File: src/verilog/mac_mode_pkg.sv
// constants for the duplex, speed and loopback control slice
package mac_mode_pkg;
  localparam logic [11:0] CTRL_OFF  = 12'h000;
  localparam logic [11:0] STAT_OFF  = 12'h004;
  localparam logic [11:0] PROT_OFF  = 12'h008;
  localparam int          RECEIVER_ENABLE_BIT  = 0;
  localparam int          TRANSMITTER_ENABLE_BIT  = 1;
  localparam int          SPD_LO    = 2;
  localparam int          DPX_BIT   = 4;
  localparam int          LOOP_BIT  = 10;
  localparam int          ASD_BIT   = 11;
  localparam int          ADD_BIT   = 12;
  localparam int          POL_BIT   = 13;
  localparam logic        POL_RST   = 1'b1;
  localparam logic        LOOP_RST  = 1'b0;
  localparam logic        DPX_RST   = 1'b0;
  localparam logic [1:0]  SPD_RST   = 2'h0;
  localparam logic [1:0]  SPD_10    = 2'h0;
  localparam logic [1:0]  SPD_100   = 2'h1;
  localparam logic [1:0]  SPD_1000  = 2'h2;
  localparam int          CLK_NS    = 10;
  localparam int          WIN_NS    = 10000;
  localparam int          WIN_CYC   = WIN_NS / CLK_NS;
  localparam int          EDGE_MIN  = 5;
  localparam int          EDGE_100  = 100;
  localparam int          EDGE_1000 = 600;
endpackage

File: src/verilog/level_sync.sv
// two flip-flop synchroniser for pin levels
`timescale 1ns/1ps
`default_nettype none
module level_sync #(
  parameter int W = 1
) (
  input  wire logic         sys_clk,
  input  wire logic         resetn,
  input  wire logic [W-1:0] async_in,
  output logic      [W-1:0] sync_out
);
  logic [W-1:0] meta_r;

  always_ff @(posedge sys_clk or negedge resetn) begin
    if (!resetn) begin
      meta_r   <= '0;
      sync_out <= '0;
    end else begin
      meta_r   <= async_in;
      sync_out <= meta_r;
    end
  end
endmodule
`default_nettype wire

File: src/verilog/speed_detect.sv
// classifies the rx clock by edge count over a window
`timescale 1ns/1ps
`default_nettype none
module speed_detect
  import mac_mode_pkg::*;
#(
  parameter int WIN = WIN_CYC
) (
  input  wire logic       sys_clk,
  input  wire logic       resetn,
  input  wire logic       rx_clk_s,
  output logic      [1:0] det_speed,
  output logic            det_valid
);
  logic [15:0] win_r;
  logic [15:0] edges_r;
  logic        prev_r;
  logic        rise;
  logic        win_end;
  logic [1:0]  class_spd;

  assign rise    = rx_clk_s & ~prev_r;
  assign win_end = (win_r == 16'(WIN - 1));
  assign class_spd = (edges_r >= 16'(EDGE_1000)) ? SPD_1000 :
                     (edges_r >= 16'(EDGE_100))  ? SPD_100 : SPD_10;

  always_ff @(posedge sys_clk or negedge resetn) begin
    if (!resetn) begin
      win_r     <= '0;
      edges_r   <= '0;
      prev_r    <= 1'b0;
      det_speed <= SPD_RST;
      det_valid <= 1'b0;
    end else begin
      prev_r  <= rx_clk_s;
      win_r   <= win_end ? '0 : win_r + 16'h0001;
      edges_r <= win_end ? '0 : edges_r + {15'h0000, rise};
      if (win_end && edges_r >= 16'(EDGE_MIN)) begin
        det_speed <= class_spd;
        det_valid <= 1'b1;
      end
    end
  end
endmodule
`default_nettype wire

File: src/verilog/mac_mode_ctrl.sv
// duplex, speed and loopback control with apb registers
`timescale 1ns/1ps
`default_nettype none
module mac_mode_ctrl
  import mac_mode_pkg::*;
#(
  parameter logic ADD_RST = 1'b0,
  parameter logic ASD_RST = 1'b0,
  parameter int   WIN     = WIN_CYC
) (
  input  wire logic        sys_clk,
  input  wire logic        resetn,
  input  wire logic        soft_rst,
  input  wire logic        psel,
  input  wire logic        penable,
  input  wire logic        pwrite,
  input  wire logic [11:0] paddr,
  input  wire logic [31:0] pwdata,
  output logic      [31:0] prdata,
  output logic             pready,
  output logic             pslverr,
  input  wire logic        phy_full_duplex_led,
  input  wire logic        rx_clk,
  input  wire logic [7:0]  phy_rxd,
  input  wire logic        phy_rx_dv,
  input  wire logic        phy_rx_er,
  input  wire logic [7:0]  mac_txd,
  input  wire logic        mac_tx_en,
  input  wire logic        mac_tx_er,
  output logic      [7:0]  gmii_txd,
  output logic             gmii_tx_en,
  output logic             gmii_tx_er,
  output logic      [7:0]  mac_rxd,
  output logic             mac_rx_dv,
  output logic             mac_rx_er,
  output logic             full_duplex,
  output logic      [1:0]  link_speed,
  output logic             receiver_enable,
  output logic             transmitter_enable
);
  logic       pol_r;
  logic       add_r;
  logic       asd_r;
  logic       loop_r;
  logic       dpx_r;
  logic [1:0] spd_r;
  logic       prot_r;
  logic       led_s;
  logic       rxclk_s;
  logic [9:0] phy_s;
  logic [1:0] det_speed;
  logic       det_valid;

  level_sync #(.W(1)) u_led_sync (
    .sys_clk  (sys_clk),
    .resetn   (resetn),
    .async_in (phy_full_duplex_led),
    .sync_out (led_s)
  );

  level_sync #(.W(11)) u_rx_sync (
    .sys_clk  (sys_clk),
    .resetn   (resetn),
    .async_in ({rx_clk, phy_rxd, phy_rx_dv, phy_rx_er}),
    .sync_out ({rxclk_s, phy_s})
  );

  speed_detect #(.WIN(WIN)) u_speed (
    .sys_clk   (sys_clk),
    .resetn    (resetn),
    .rx_clk_s  (rxclk_s),
    .det_speed (det_speed),
    .det_valid (det_valid)
  );

  // apb decode
  wire setup   = psel & ~penable;
  wire access  = psel & penable;
  wire ans     = access & ~pready;
  wire wr_take = access & pready & pwrite & ~pslverr;
  wire hit_c   = (paddr == CTRL_OFF);
  wire hit_s   = (paddr == STAT_OFF);
  wire hit_p   = (paddr == PROT_OFF);
  wire mapped  = hit_c | hit_s | hit_p;
  wire wr_c    = wr_take & hit_c;
  wire wr_p    = wr_take & hit_p;

  wire det_dpx = pol_r ? led_s : ~led_s;

  wire dpx_eff = add_r ? det_dpx : dpx_r;

  wire [1:0] spd_eff = asd_r ? det_speed : spd_r;

  wire [31:0] ctrl_word = {18'h00000, pol_r, add_r, asd_r, loop_r,
                           5'h00, dpx_r, spd_r, transmitter_enable,
                           receiver_enable};
  wire [31:0] stat_word = {27'h0000000, led_s, det_valid, link_speed,
                           full_duplex};
  wire [31:0] rd_word   = hit_c ? ctrl_word :
                          hit_s ? stat_word :
                          hit_p ? {31'h00000000, prot_r} : 32'h00000000;

  // one wait state per transfer
  always_ff @(posedge sys_clk or negedge resetn) begin
    if (!resetn) begin
      pready  <= 1'b0;
      pslverr <= 1'b0;
      prdata  <= 32'h00000000;
    end else begin
      pready  <= ans;
      pslverr <= ans & ~mapped;
      if (ans) begin
        prdata <= pwrite ? 32'h00000000 : rd_word;
      end
    end
  end

  wire keep = soft_rst & prot_r;

  always_ff @(posedge sys_clk or negedge resetn) begin
    if (!resetn) begin
      pol_r <= POL_RST;
      add_r <= ADD_RST;
      asd_r <= ASD_RST;
    end else if (soft_rst && !keep) begin
      pol_r <= POL_RST;
      add_r <= ADD_RST;
      asd_r <= ASD_RST;
    end else if (wr_c && !soft_rst) begin
      pol_r <= pwdata[POL_BIT];
      add_r <= pwdata[ADD_BIT];
      asd_r <= pwdata[ASD_BIT];
    end
  end

  always_ff @(posedge sys_clk or negedge resetn) begin
    if (!resetn) begin
      prot_r <= 1'b0;
    end else if (wr_p) begin
      prot_r <= pwdata[0];
    end
  end

  // loopback bit, cleared by any reset
  always_ff @(posedge sys_clk or negedge resetn) begin
    if (!resetn) begin
      loop_r             <= LOOP_RST;
      receiver_enable    <= 1'b0;
      transmitter_enable <= 1'b0;
    end else if (soft_rst) begin
      loop_r             <= LOOP_RST;
      receiver_enable    <= 1'b0;
      transmitter_enable <= 1'b0;
    end else if (wr_c) begin
      loop_r             <= pwdata[LOOP_BIT];
      receiver_enable    <= pwdata[RECEIVER_ENABLE_BIT];
      transmitter_enable <= pwdata[TRANSMITTER_ENABLE_BIT];
    end
  end

  always_ff @(posedge sys_clk or negedge resetn) begin
    if (!resetn) begin
      dpx_r <= DPX_RST;
    end else if (add_r) begin
      dpx_r <= det_dpx;
    end else if (soft_rst) begin
      dpx_r <= DPX_RST;
    end else if (wr_c) begin
      dpx_r <= pwdata[DPX_BIT];
    end
  end

  always_ff @(posedge sys_clk or negedge resetn) begin
    if (!resetn) begin
      spd_r <= SPD_RST;
    end else if (asd_r) begin
      spd_r <= det_speed;
    end else if (soft_rst) begin
      spd_r <= SPD_RST;
    end else if (wr_c) begin
      spd_r <= pwdata[SPD_LO +: 2];
    end
  end

  always_ff @(posedge sys_clk or negedge resetn) begin
    if (!resetn) begin
      full_duplex <= DPX_RST;
      link_speed  <= SPD_RST;
    end else begin
      full_duplex <= dpx_eff;
      link_speed  <= spd_eff;
    end
  end

  always_ff @(posedge sys_clk or negedge resetn) begin
    if (!resetn) begin
      gmii_txd   <= 8'h00;
      gmii_tx_en <= 1'b0;
      gmii_tx_er <= 1'b0;
      mac_rxd    <= 8'h00;
      mac_rx_dv  <= 1'b0;
      mac_rx_er  <= 1'b0;
    end else if (loop_r) begin
      gmii_txd   <= 8'h00;
      gmii_tx_en <= 1'b0;
      gmii_tx_er <= 1'b0;
      mac_rxd    <= mac_txd;
      mac_rx_dv  <= mac_tx_en;
      mac_rx_er  <= mac_tx_er;
    end else begin
      gmii_txd   <= mac_txd;
      gmii_tx_en <= mac_tx_en;
      gmii_tx_er <= mac_tx_er;
      mac_rxd    <= phy_s[9:2];
      mac_rx_dv  <= phy_s[1];
      mac_rx_er  <= phy_s[0];
    end
  end
endmodule
`default_nettype wire

File: config.mk
export PLATFORM = sky130hd
export DESIGN_NAME = mac_mode_ctrl
export DESIGN_NICKNAME = d
export VERILOG_FILES = /design/src/verilog/mac_mode_pkg.sv /design/src/verilog/level_sync.sv /design/src/verilog/speed_detect.sv /design/src/verilog/mac_mode_ctrl.sv
export SDC_FILE = /design/constraint.sdc
export NUM_CORES = 1
export LEC_CHECK = 0
export ABC_AREA = 1
export BUFFER_PORTS_ARGS = -buffer_cell sky130_fd_sc_hd__buf_2
export CAP_MARGIN = 15
export CORE_MARGIN = 5
export CORE_UTILIZATION = 23
export DETAILED_ROUTE_END_ITERATION = 8
export PLACE_DENSITY = 0.5
export SLEW_MARGIN = 20
export SYNTH_ARGS = -nofsm -noshare
export SYNTH_HDL_FRONTEND = slang
export SYNTH_SLANG_ARGS = --single-unit
File: constraint.sdc
create_clock -name sys_clk -period 2 [get_ports sys_clk]
set_input_delay 0.1 -clock sys_clk [delete_from_list [all_inputs] [get_ports sys_clk]]
set_output_delay 0.1 -clock sys_clk [all_outputs]
set_load 0.01 [all_outputs]
==> metrics.yaml, run 1 <==
cts_buffers: 9
viasPerCell: 3.88
io_buffer_count: 84
path_class: "flip-flop to flip-flop"
synth_top_family_by_area: "simple AND/OR/NAND/NOR gates"
cts_tree: "built"
synth.area.mux_share_pct: 0
cp_max_fo: 7
cp_common_cell: "nor2_1"
synth_fa_ha_area_share_pct: 0.813
ys_types: 35
nets: 724
drc: 0
diodes: 0
yosys.area.top_type_share_pct: 55.8
clock_skew_ns: 0.00973
ir_drop_mv: 0.332
yosysTopAreaCell: "dfrtp_1"
stdcell_count: 919
num_rows: 51
hpwl_um: 7740
chipWidth_um: 152
wl_per_cell_um: 11.1
fmax_ghz: 0.574
ys_ff_latch: 104
status: "complete, no violations"
path_cells: "nor2_1 -> ha_1 -> ha_1 -> nand2_1 -> nor2_2 -> nand3_2 -> nor2_1 -> nor2_1 -> nor2_1"
yosys_warnings: 0
synth.cell_area_sq_um: 4620
area_growth_pct: 27.6
endpoint_kind: "flip-flop"
hold_viol: 0
clkLatencyLatePin_ns: 0.34
die-area_sq_um: 23000
start_util_pct: 23.6
firstDrtPassIters: 5
worst_slack_ns: 0.258
clock-sinks: 104
antenna_found_initial: 0
drv_cap: 0
synth_seq_area_share_pct: 56.4
fin_crit_ns: 1.74
core-area_sq_um: 19600
max_stage_delay_ns: 0.37
final-setup-viol-count: 0
dp_cells: 876
drv_slew: 0
drive_above_1_share_pct: 19.9
rsz0062_at_grt: "false"
ff2ff_setup_slack_ns: 0.26
synth_simple_gate_area_share_pct: 26.2
tns_ns: 0
netlist_instances: 528
drtIter0Drc: 141
ant_nets: 0
synth_area_leaders: "dfrtp_1 56%, nand2_1 9.8%, nor2_1 6.8%, inv_1 4.7%, buf_4 3.9%"
grt_pass1_vias: 3486
grt_usage_pct: 9.10
wl_um: 10200
io_pins: 131
place_ws_ns: 0.244
ctsHtreeMaxLevel: 3
cp.arrival_ns: 2.01
start_kind: "flip-flop"
path_clk_slew_ns: 0.07
crit_slowest_cell: "dfrtp_1"
cts_buffer_depth: 2
post_cts.repair.setup_buffers: 0
die_h_um: 152
vias: 3563
p_leak_uw: 0.00306
avgSynthCellArea_sq_um: 8.74
post-route-period-util_pct: 87.1
synthXorXnorAreaFrac_pct: 2.28
grt_max_degree: 45
root_buffer: "clkbuf_16"
critPathRequiredTime_ns: 2.27
grt_pass1_wl_um: 16700
synth_compound_area_share_pct: 4.77
grt-ovfl-total: 0
hp-class: "input port to flip-flop"
gp_congestion: 0.818
powerDensity_nw_per_um2: 777
[layout by cell type, fill, tap and decap left out, drive strengths merged, types with 3 or more instances in the layout]
cell         netlist  routed
dlygate4sd3        0      27
xor2              10      10
conb               1      23
clkinv             2       5
nor3              11      11
nor2              92      92
nand3             35      35
inv               59      60
ha                 3       3
buf               26      90
dfrtp            103     103
nand2            125     125
nand4              8       8
a21oi              8       8
clkbuf             3      10
o21ai             29      29
[per-layer routing]
metal	routed length, um	vias to the layer above	track usage (%)
met5	0	-	0
met3	544	11	2.14
met4	166	0	3.41
met2	4790	70	14.8
li1	-	1845	-
met1	4660	1637	11.8
[synthesized netlist by cell type]
library cell	number
nor3b_1	1
or2_2	1
nor3_1	7
dfrtp_1	103
conb_1	1
a31oi_1	2
nor2_1	84
ha_1	3
nand3_2	2
nor3b_2	1
a21oi_1	8
xnor2_1	2
nor2_4	1
buf_4	24
buf_2	1
o21bai_1	1
inv_1	58
xor2_1	10
clkbuf_1	3
dfstp_2	1
nand2_2	5
and2_2	1
nand2_1	120
o31ai_1	2
o21ai_1	3
buf_6	1
nand3b_1	1
nor3_4	1
clkinv_1	2
o21ai_0	26
nor3_2	3
nand4_1	8
nand3_1	33
nor2_2	7
inv_2	1
[worst max-delay path: cells and delay by family, from the launching register on]
family        cells  cell delay [ns]
flops             1             0.37
fa+ha+maj         2             0.46
simple gates      7             0.85
[registers in the layout (all words and copies together), names as in the netlist, 2 cells and up]
signal	cells
mac_rxd	8
u_rx_sync.meta_r	11
gmii_txd	8
spd_r	2
u_speed.win_r	16
prdata	9
u_speed.det_speed	2
u_rx_sync.sync_out	11
u_speed.edges_r	16
link_speed	2
[final cells by class]
| type | count | area [sq um] |
|---|---|---|
| inverter | 61 | 229 |
| clock buffer | 10 | 239 |
| multi-input combinational | 356 | 1660 |
| tap | 265 | 332 |
| fill | 2126 | 13700 |
| timing repair buffer | 117 | 763 |
| sequential | 104 | 2600 |
| clock inverter | 6 | 67.6 |
[where the power goes]
group | leakage, uW | switching (uW) | internal, uW | total (uW)
registers | 0.00131 | 85.7 | 2220 | 2310
clock network | 0.000150 | 777 | 1010 | 1790
logic | 0.00161 | 288 | 196 | 484
total | 0.00306 | 1150 | 3430 | 4580
[kinds of logic after synthesis]
logic type	count (synthesis)
simple gates	276
flops	104
buf+inv	90
compound gates	42
xor+xnor	12
fa+ha+maj	3
other cells	1
[through the flow]
| stage | hold WS, ns | util (%) | power [uW] | area, sq um |
|---|---|---|---|---|
| 2_1_floorplan | -0.196 | - | 2640 | 4700 |
| 6_report | 0.0119 | 30.1 | 4580 | 5890 |
| 3_3_place_gp | -0.00306 | 27.1 | 2800 | 5320 |
| 5_1_grt | 0.0196 | 30.1 | 4830 | 5890 |
| 3_5_place_dp | -0.00256 | 27.1 | 2800 | 5320 |
| 4_1_cts | 0.00416 | 30.1 | 4660 | 5890 |
[timing repair]
action | 4_1_cts | 5_1_grt
setup endpoints to repair | 0 | 0
gates resized for setup | 0 | 0
hold buffers | 27 | 0
hold endpoints to repair | 104 | 0
[final timing paths]
check                                          from                     to  cells past startpoint
worst max register to register       u_speed.prev_r    u_speed.edges_r[14]                      9
worst max-delay path                 u_speed.prev_r    u_speed.edges_r[14]                      9
max in group asynchronous                    resetn              prdata[1]                      3
worst min-delay path                     mac_txd[6]            gmii_txd[6]                      3
worst min register to register  u_rx_sync.meta_r[5]  u_rx_sync.sync_out[5]                      0
min in group asynchronous                    resetn    u_rx_sync.meta_r[4]                      2
Note: power is estimated with default switching activity, not from simulation.
==> run 2, diff against run 1 <==
CTS_BUF_LIST = sky130_fd_sc_hd__clkbuf_8   (was default)
SETUP_SLACK_MARGIN = 0.5   (was default)
==> metrics.yaml, run 2 (synthesized netlist as in run 1, its figures left out) <==
gp_congestion: 0.843
critPathRequiredTime_ns: 2.27
path_class: "flip-flop to flip-flop"
drv_cap: 0
seq_power_share_pct: 55.2
place_area_sq_um: 5300
io_pins: 131
reg_top3: "u_speed.edges_r: 16 flops, u_speed.win_r: 16 flops"
place_ws_ns: 0.317
p_sw_uw: 1170
grt_max_degree: 39
min_to: "dpx_r"
p_leak_uw: 0.00306
ir_drop_mv: 0.252
reg2reg_depth: 8
fillers: 2094
fin_crit_ns: 1.49
core-area_sq_um: 19600
wl_um: 10400
hold_start: "pwdata[4]"
path_clk_slew_ns: 0.10
cp.arrival_ns: 1.76
combinationalPowerShare_pct: 12.7
drv_slew: 0
cts_tree: "built"
worst_slack_ns: 0.510
status: "complete, no violations"
io_buffer_count: 84
clock-sinks: 104
grt_pass1_vias: 3568
grt_usage_pct: 9.38
drtIter0Drc: 145
start_util_pct: 23.6
cp_max_fo: 7
rsz0062_at_grt: "true"
final-setup-viol-count: 0
endpoint_kind: "flip-flop"
wl_per_cell_um: 11.2
intPower_uw: 3040
diodes: 0
grt_pass1_wl_um: 17300
clkLatencyLatePin_ns: 0.37
final_area_sq_um: 5960
chipWidth_um: 152
hpwl_um: 7890
total_power_uw: 4220
cts_buffer_depth: 2
die-area_sq_um: 23000
antenna_found_initial: 0
fmax_ghz: 0.671
top_usage_layer: "met2"
met1_usage_pct: 12.3
clock_skew_ns: 0.00967
clock_power_share_pct: 32.1
area_growth_pct: 29.0
grt-ovfl-total: 0
firstDrtPassIters: 4
final_cell_mix: "116 x nand2_1, 101 x dfrtp_1, 83 x buf_2, 79 x nor2_1, 53 x inv_1"
reg2reg_from: "u_speed.prev_r"
hp-class: "input port to flip-flop"
drive_above_1_share_pct: 24.1
nets: 734
holdWs_ns: 0.0379
hold_depth: 5
die_h_um: 152
vias: 3605
root_buffer: "clkbuf_8"
start_kind: "flip-flop"
met3_usage_pct: 1.84
p_sw_share_pct: 27.8
layout_commonest_cell: "nand2_1"
cts_buffers: 9
viasPerCell: 3.88
post-route-period-util_pct: 74.5
max_slew.worst_pin.slew_ns: 0.516
slew_headroom_pct: 65.6
num_rows: 51
ant_nets: 0
tns_ns: 0
ctsHtreeMaxLevel: 3
drc: 0
grtUsageMet2_pct: 15.5
powerDensity_nw_per_um2: 708
r2r_end: "u_speed.edges_r[4]"
ff2ff_setup_slack_ns: 0.51
hold_viol: 0
==> run 2: cell count changes in the layout (fill, tap and decap cells not counted), sizes merged <==
cell	previous run	this run
buf	90	95
clkbuf	10	9
clkinv	5	4
clkinvlp	1	3
dlygate4sd3	27	31
inv	60	61
==> run 2: layout make-up <==
class / count / area, sq um / area share (%)
clock buffers: 9 / 124 / 2.08
clock inverters: 7 / 76.3 / 1.28
inverters: 61 / 233 / 3.91
multi-input cells: 356 / 1740 / 29.3
flip-flops and latches: 104 / 2610 / 43.8
well taps: 265 / 332 / 5.57
repair buffers: 126 / 836 / 14.0
repair inverters: 1 / 7.51 / 0.126
==> run 2: power groups by stage <==
stage,Clock (uW),Combinational [uW],Sequential [uW]
after floorplan,0,294,2350
after global placement,0,458,2350
after detailed placement,0,455,2350
after CTS,1400,537,2320
after global routing,1500,620,2340
final,1350,537,2330
==> run 2: metrics by stage <==
step / utilization, % / instances
finish: 30.4 / 929
global route: 30.4 / 929
CTS: 30.1 / 928
detailed placement: 27.1 / 875
global placement: 27.1 / 875
floorplan: - / 550
==> run 2: repair_timing <==
action	4_1_cts	5_1_grt
cloned	1	0
endpoints found under the setup margin	15	28
gates resized for setup	12	19
hold buffers	31	0
buffers inserted	5	1
endpoints found under the hold margin	74	0
pin swaps	13	11
==> run 2: critical path, cell delays in order, from the launching register on <==
cell and delay (ns):
dfrtp_1 0.39, nor2_2 0.10, ha_2 0.20, ha_4 0.14, nand2_4 0.06, nor2_4 0.18
buf_4 0.15, xnor2_1 0.10, nor2_1 0.06
==> run 2: layer usage <==
layer,wire length (um),vias up
met1,4830,1663
met2,5000,66
met5,0,-
met3,441,6
li1,-,1870
met4,136,0
==> run 2: how the worst max path moves through the flow <==
stage / startpoint / endpoint / slack (ns) / depth (start not counted)
6_report: u_speed.prev_r / u_speed.edges_r[4] / 0.51 / 8
5_1_grt: u_speed.prev_r / u_speed.edges_r[14] / 0.38 / 9
4_1_cts: u_rx_sync.sync_out[10] / u_speed.edges_r[14] / 0.44 / 10
3_5_place_dp: u_speed.prev_r / u_speed.edges_r[14] / 0.32 / 9
3_3_place_gp: u_speed.prev_r / u_speed.edges_r[14] / 0.36 / 8
2_1_floorplan: u_speed.prev_r / u_speed.edges_r[14] / 0.51 / 8
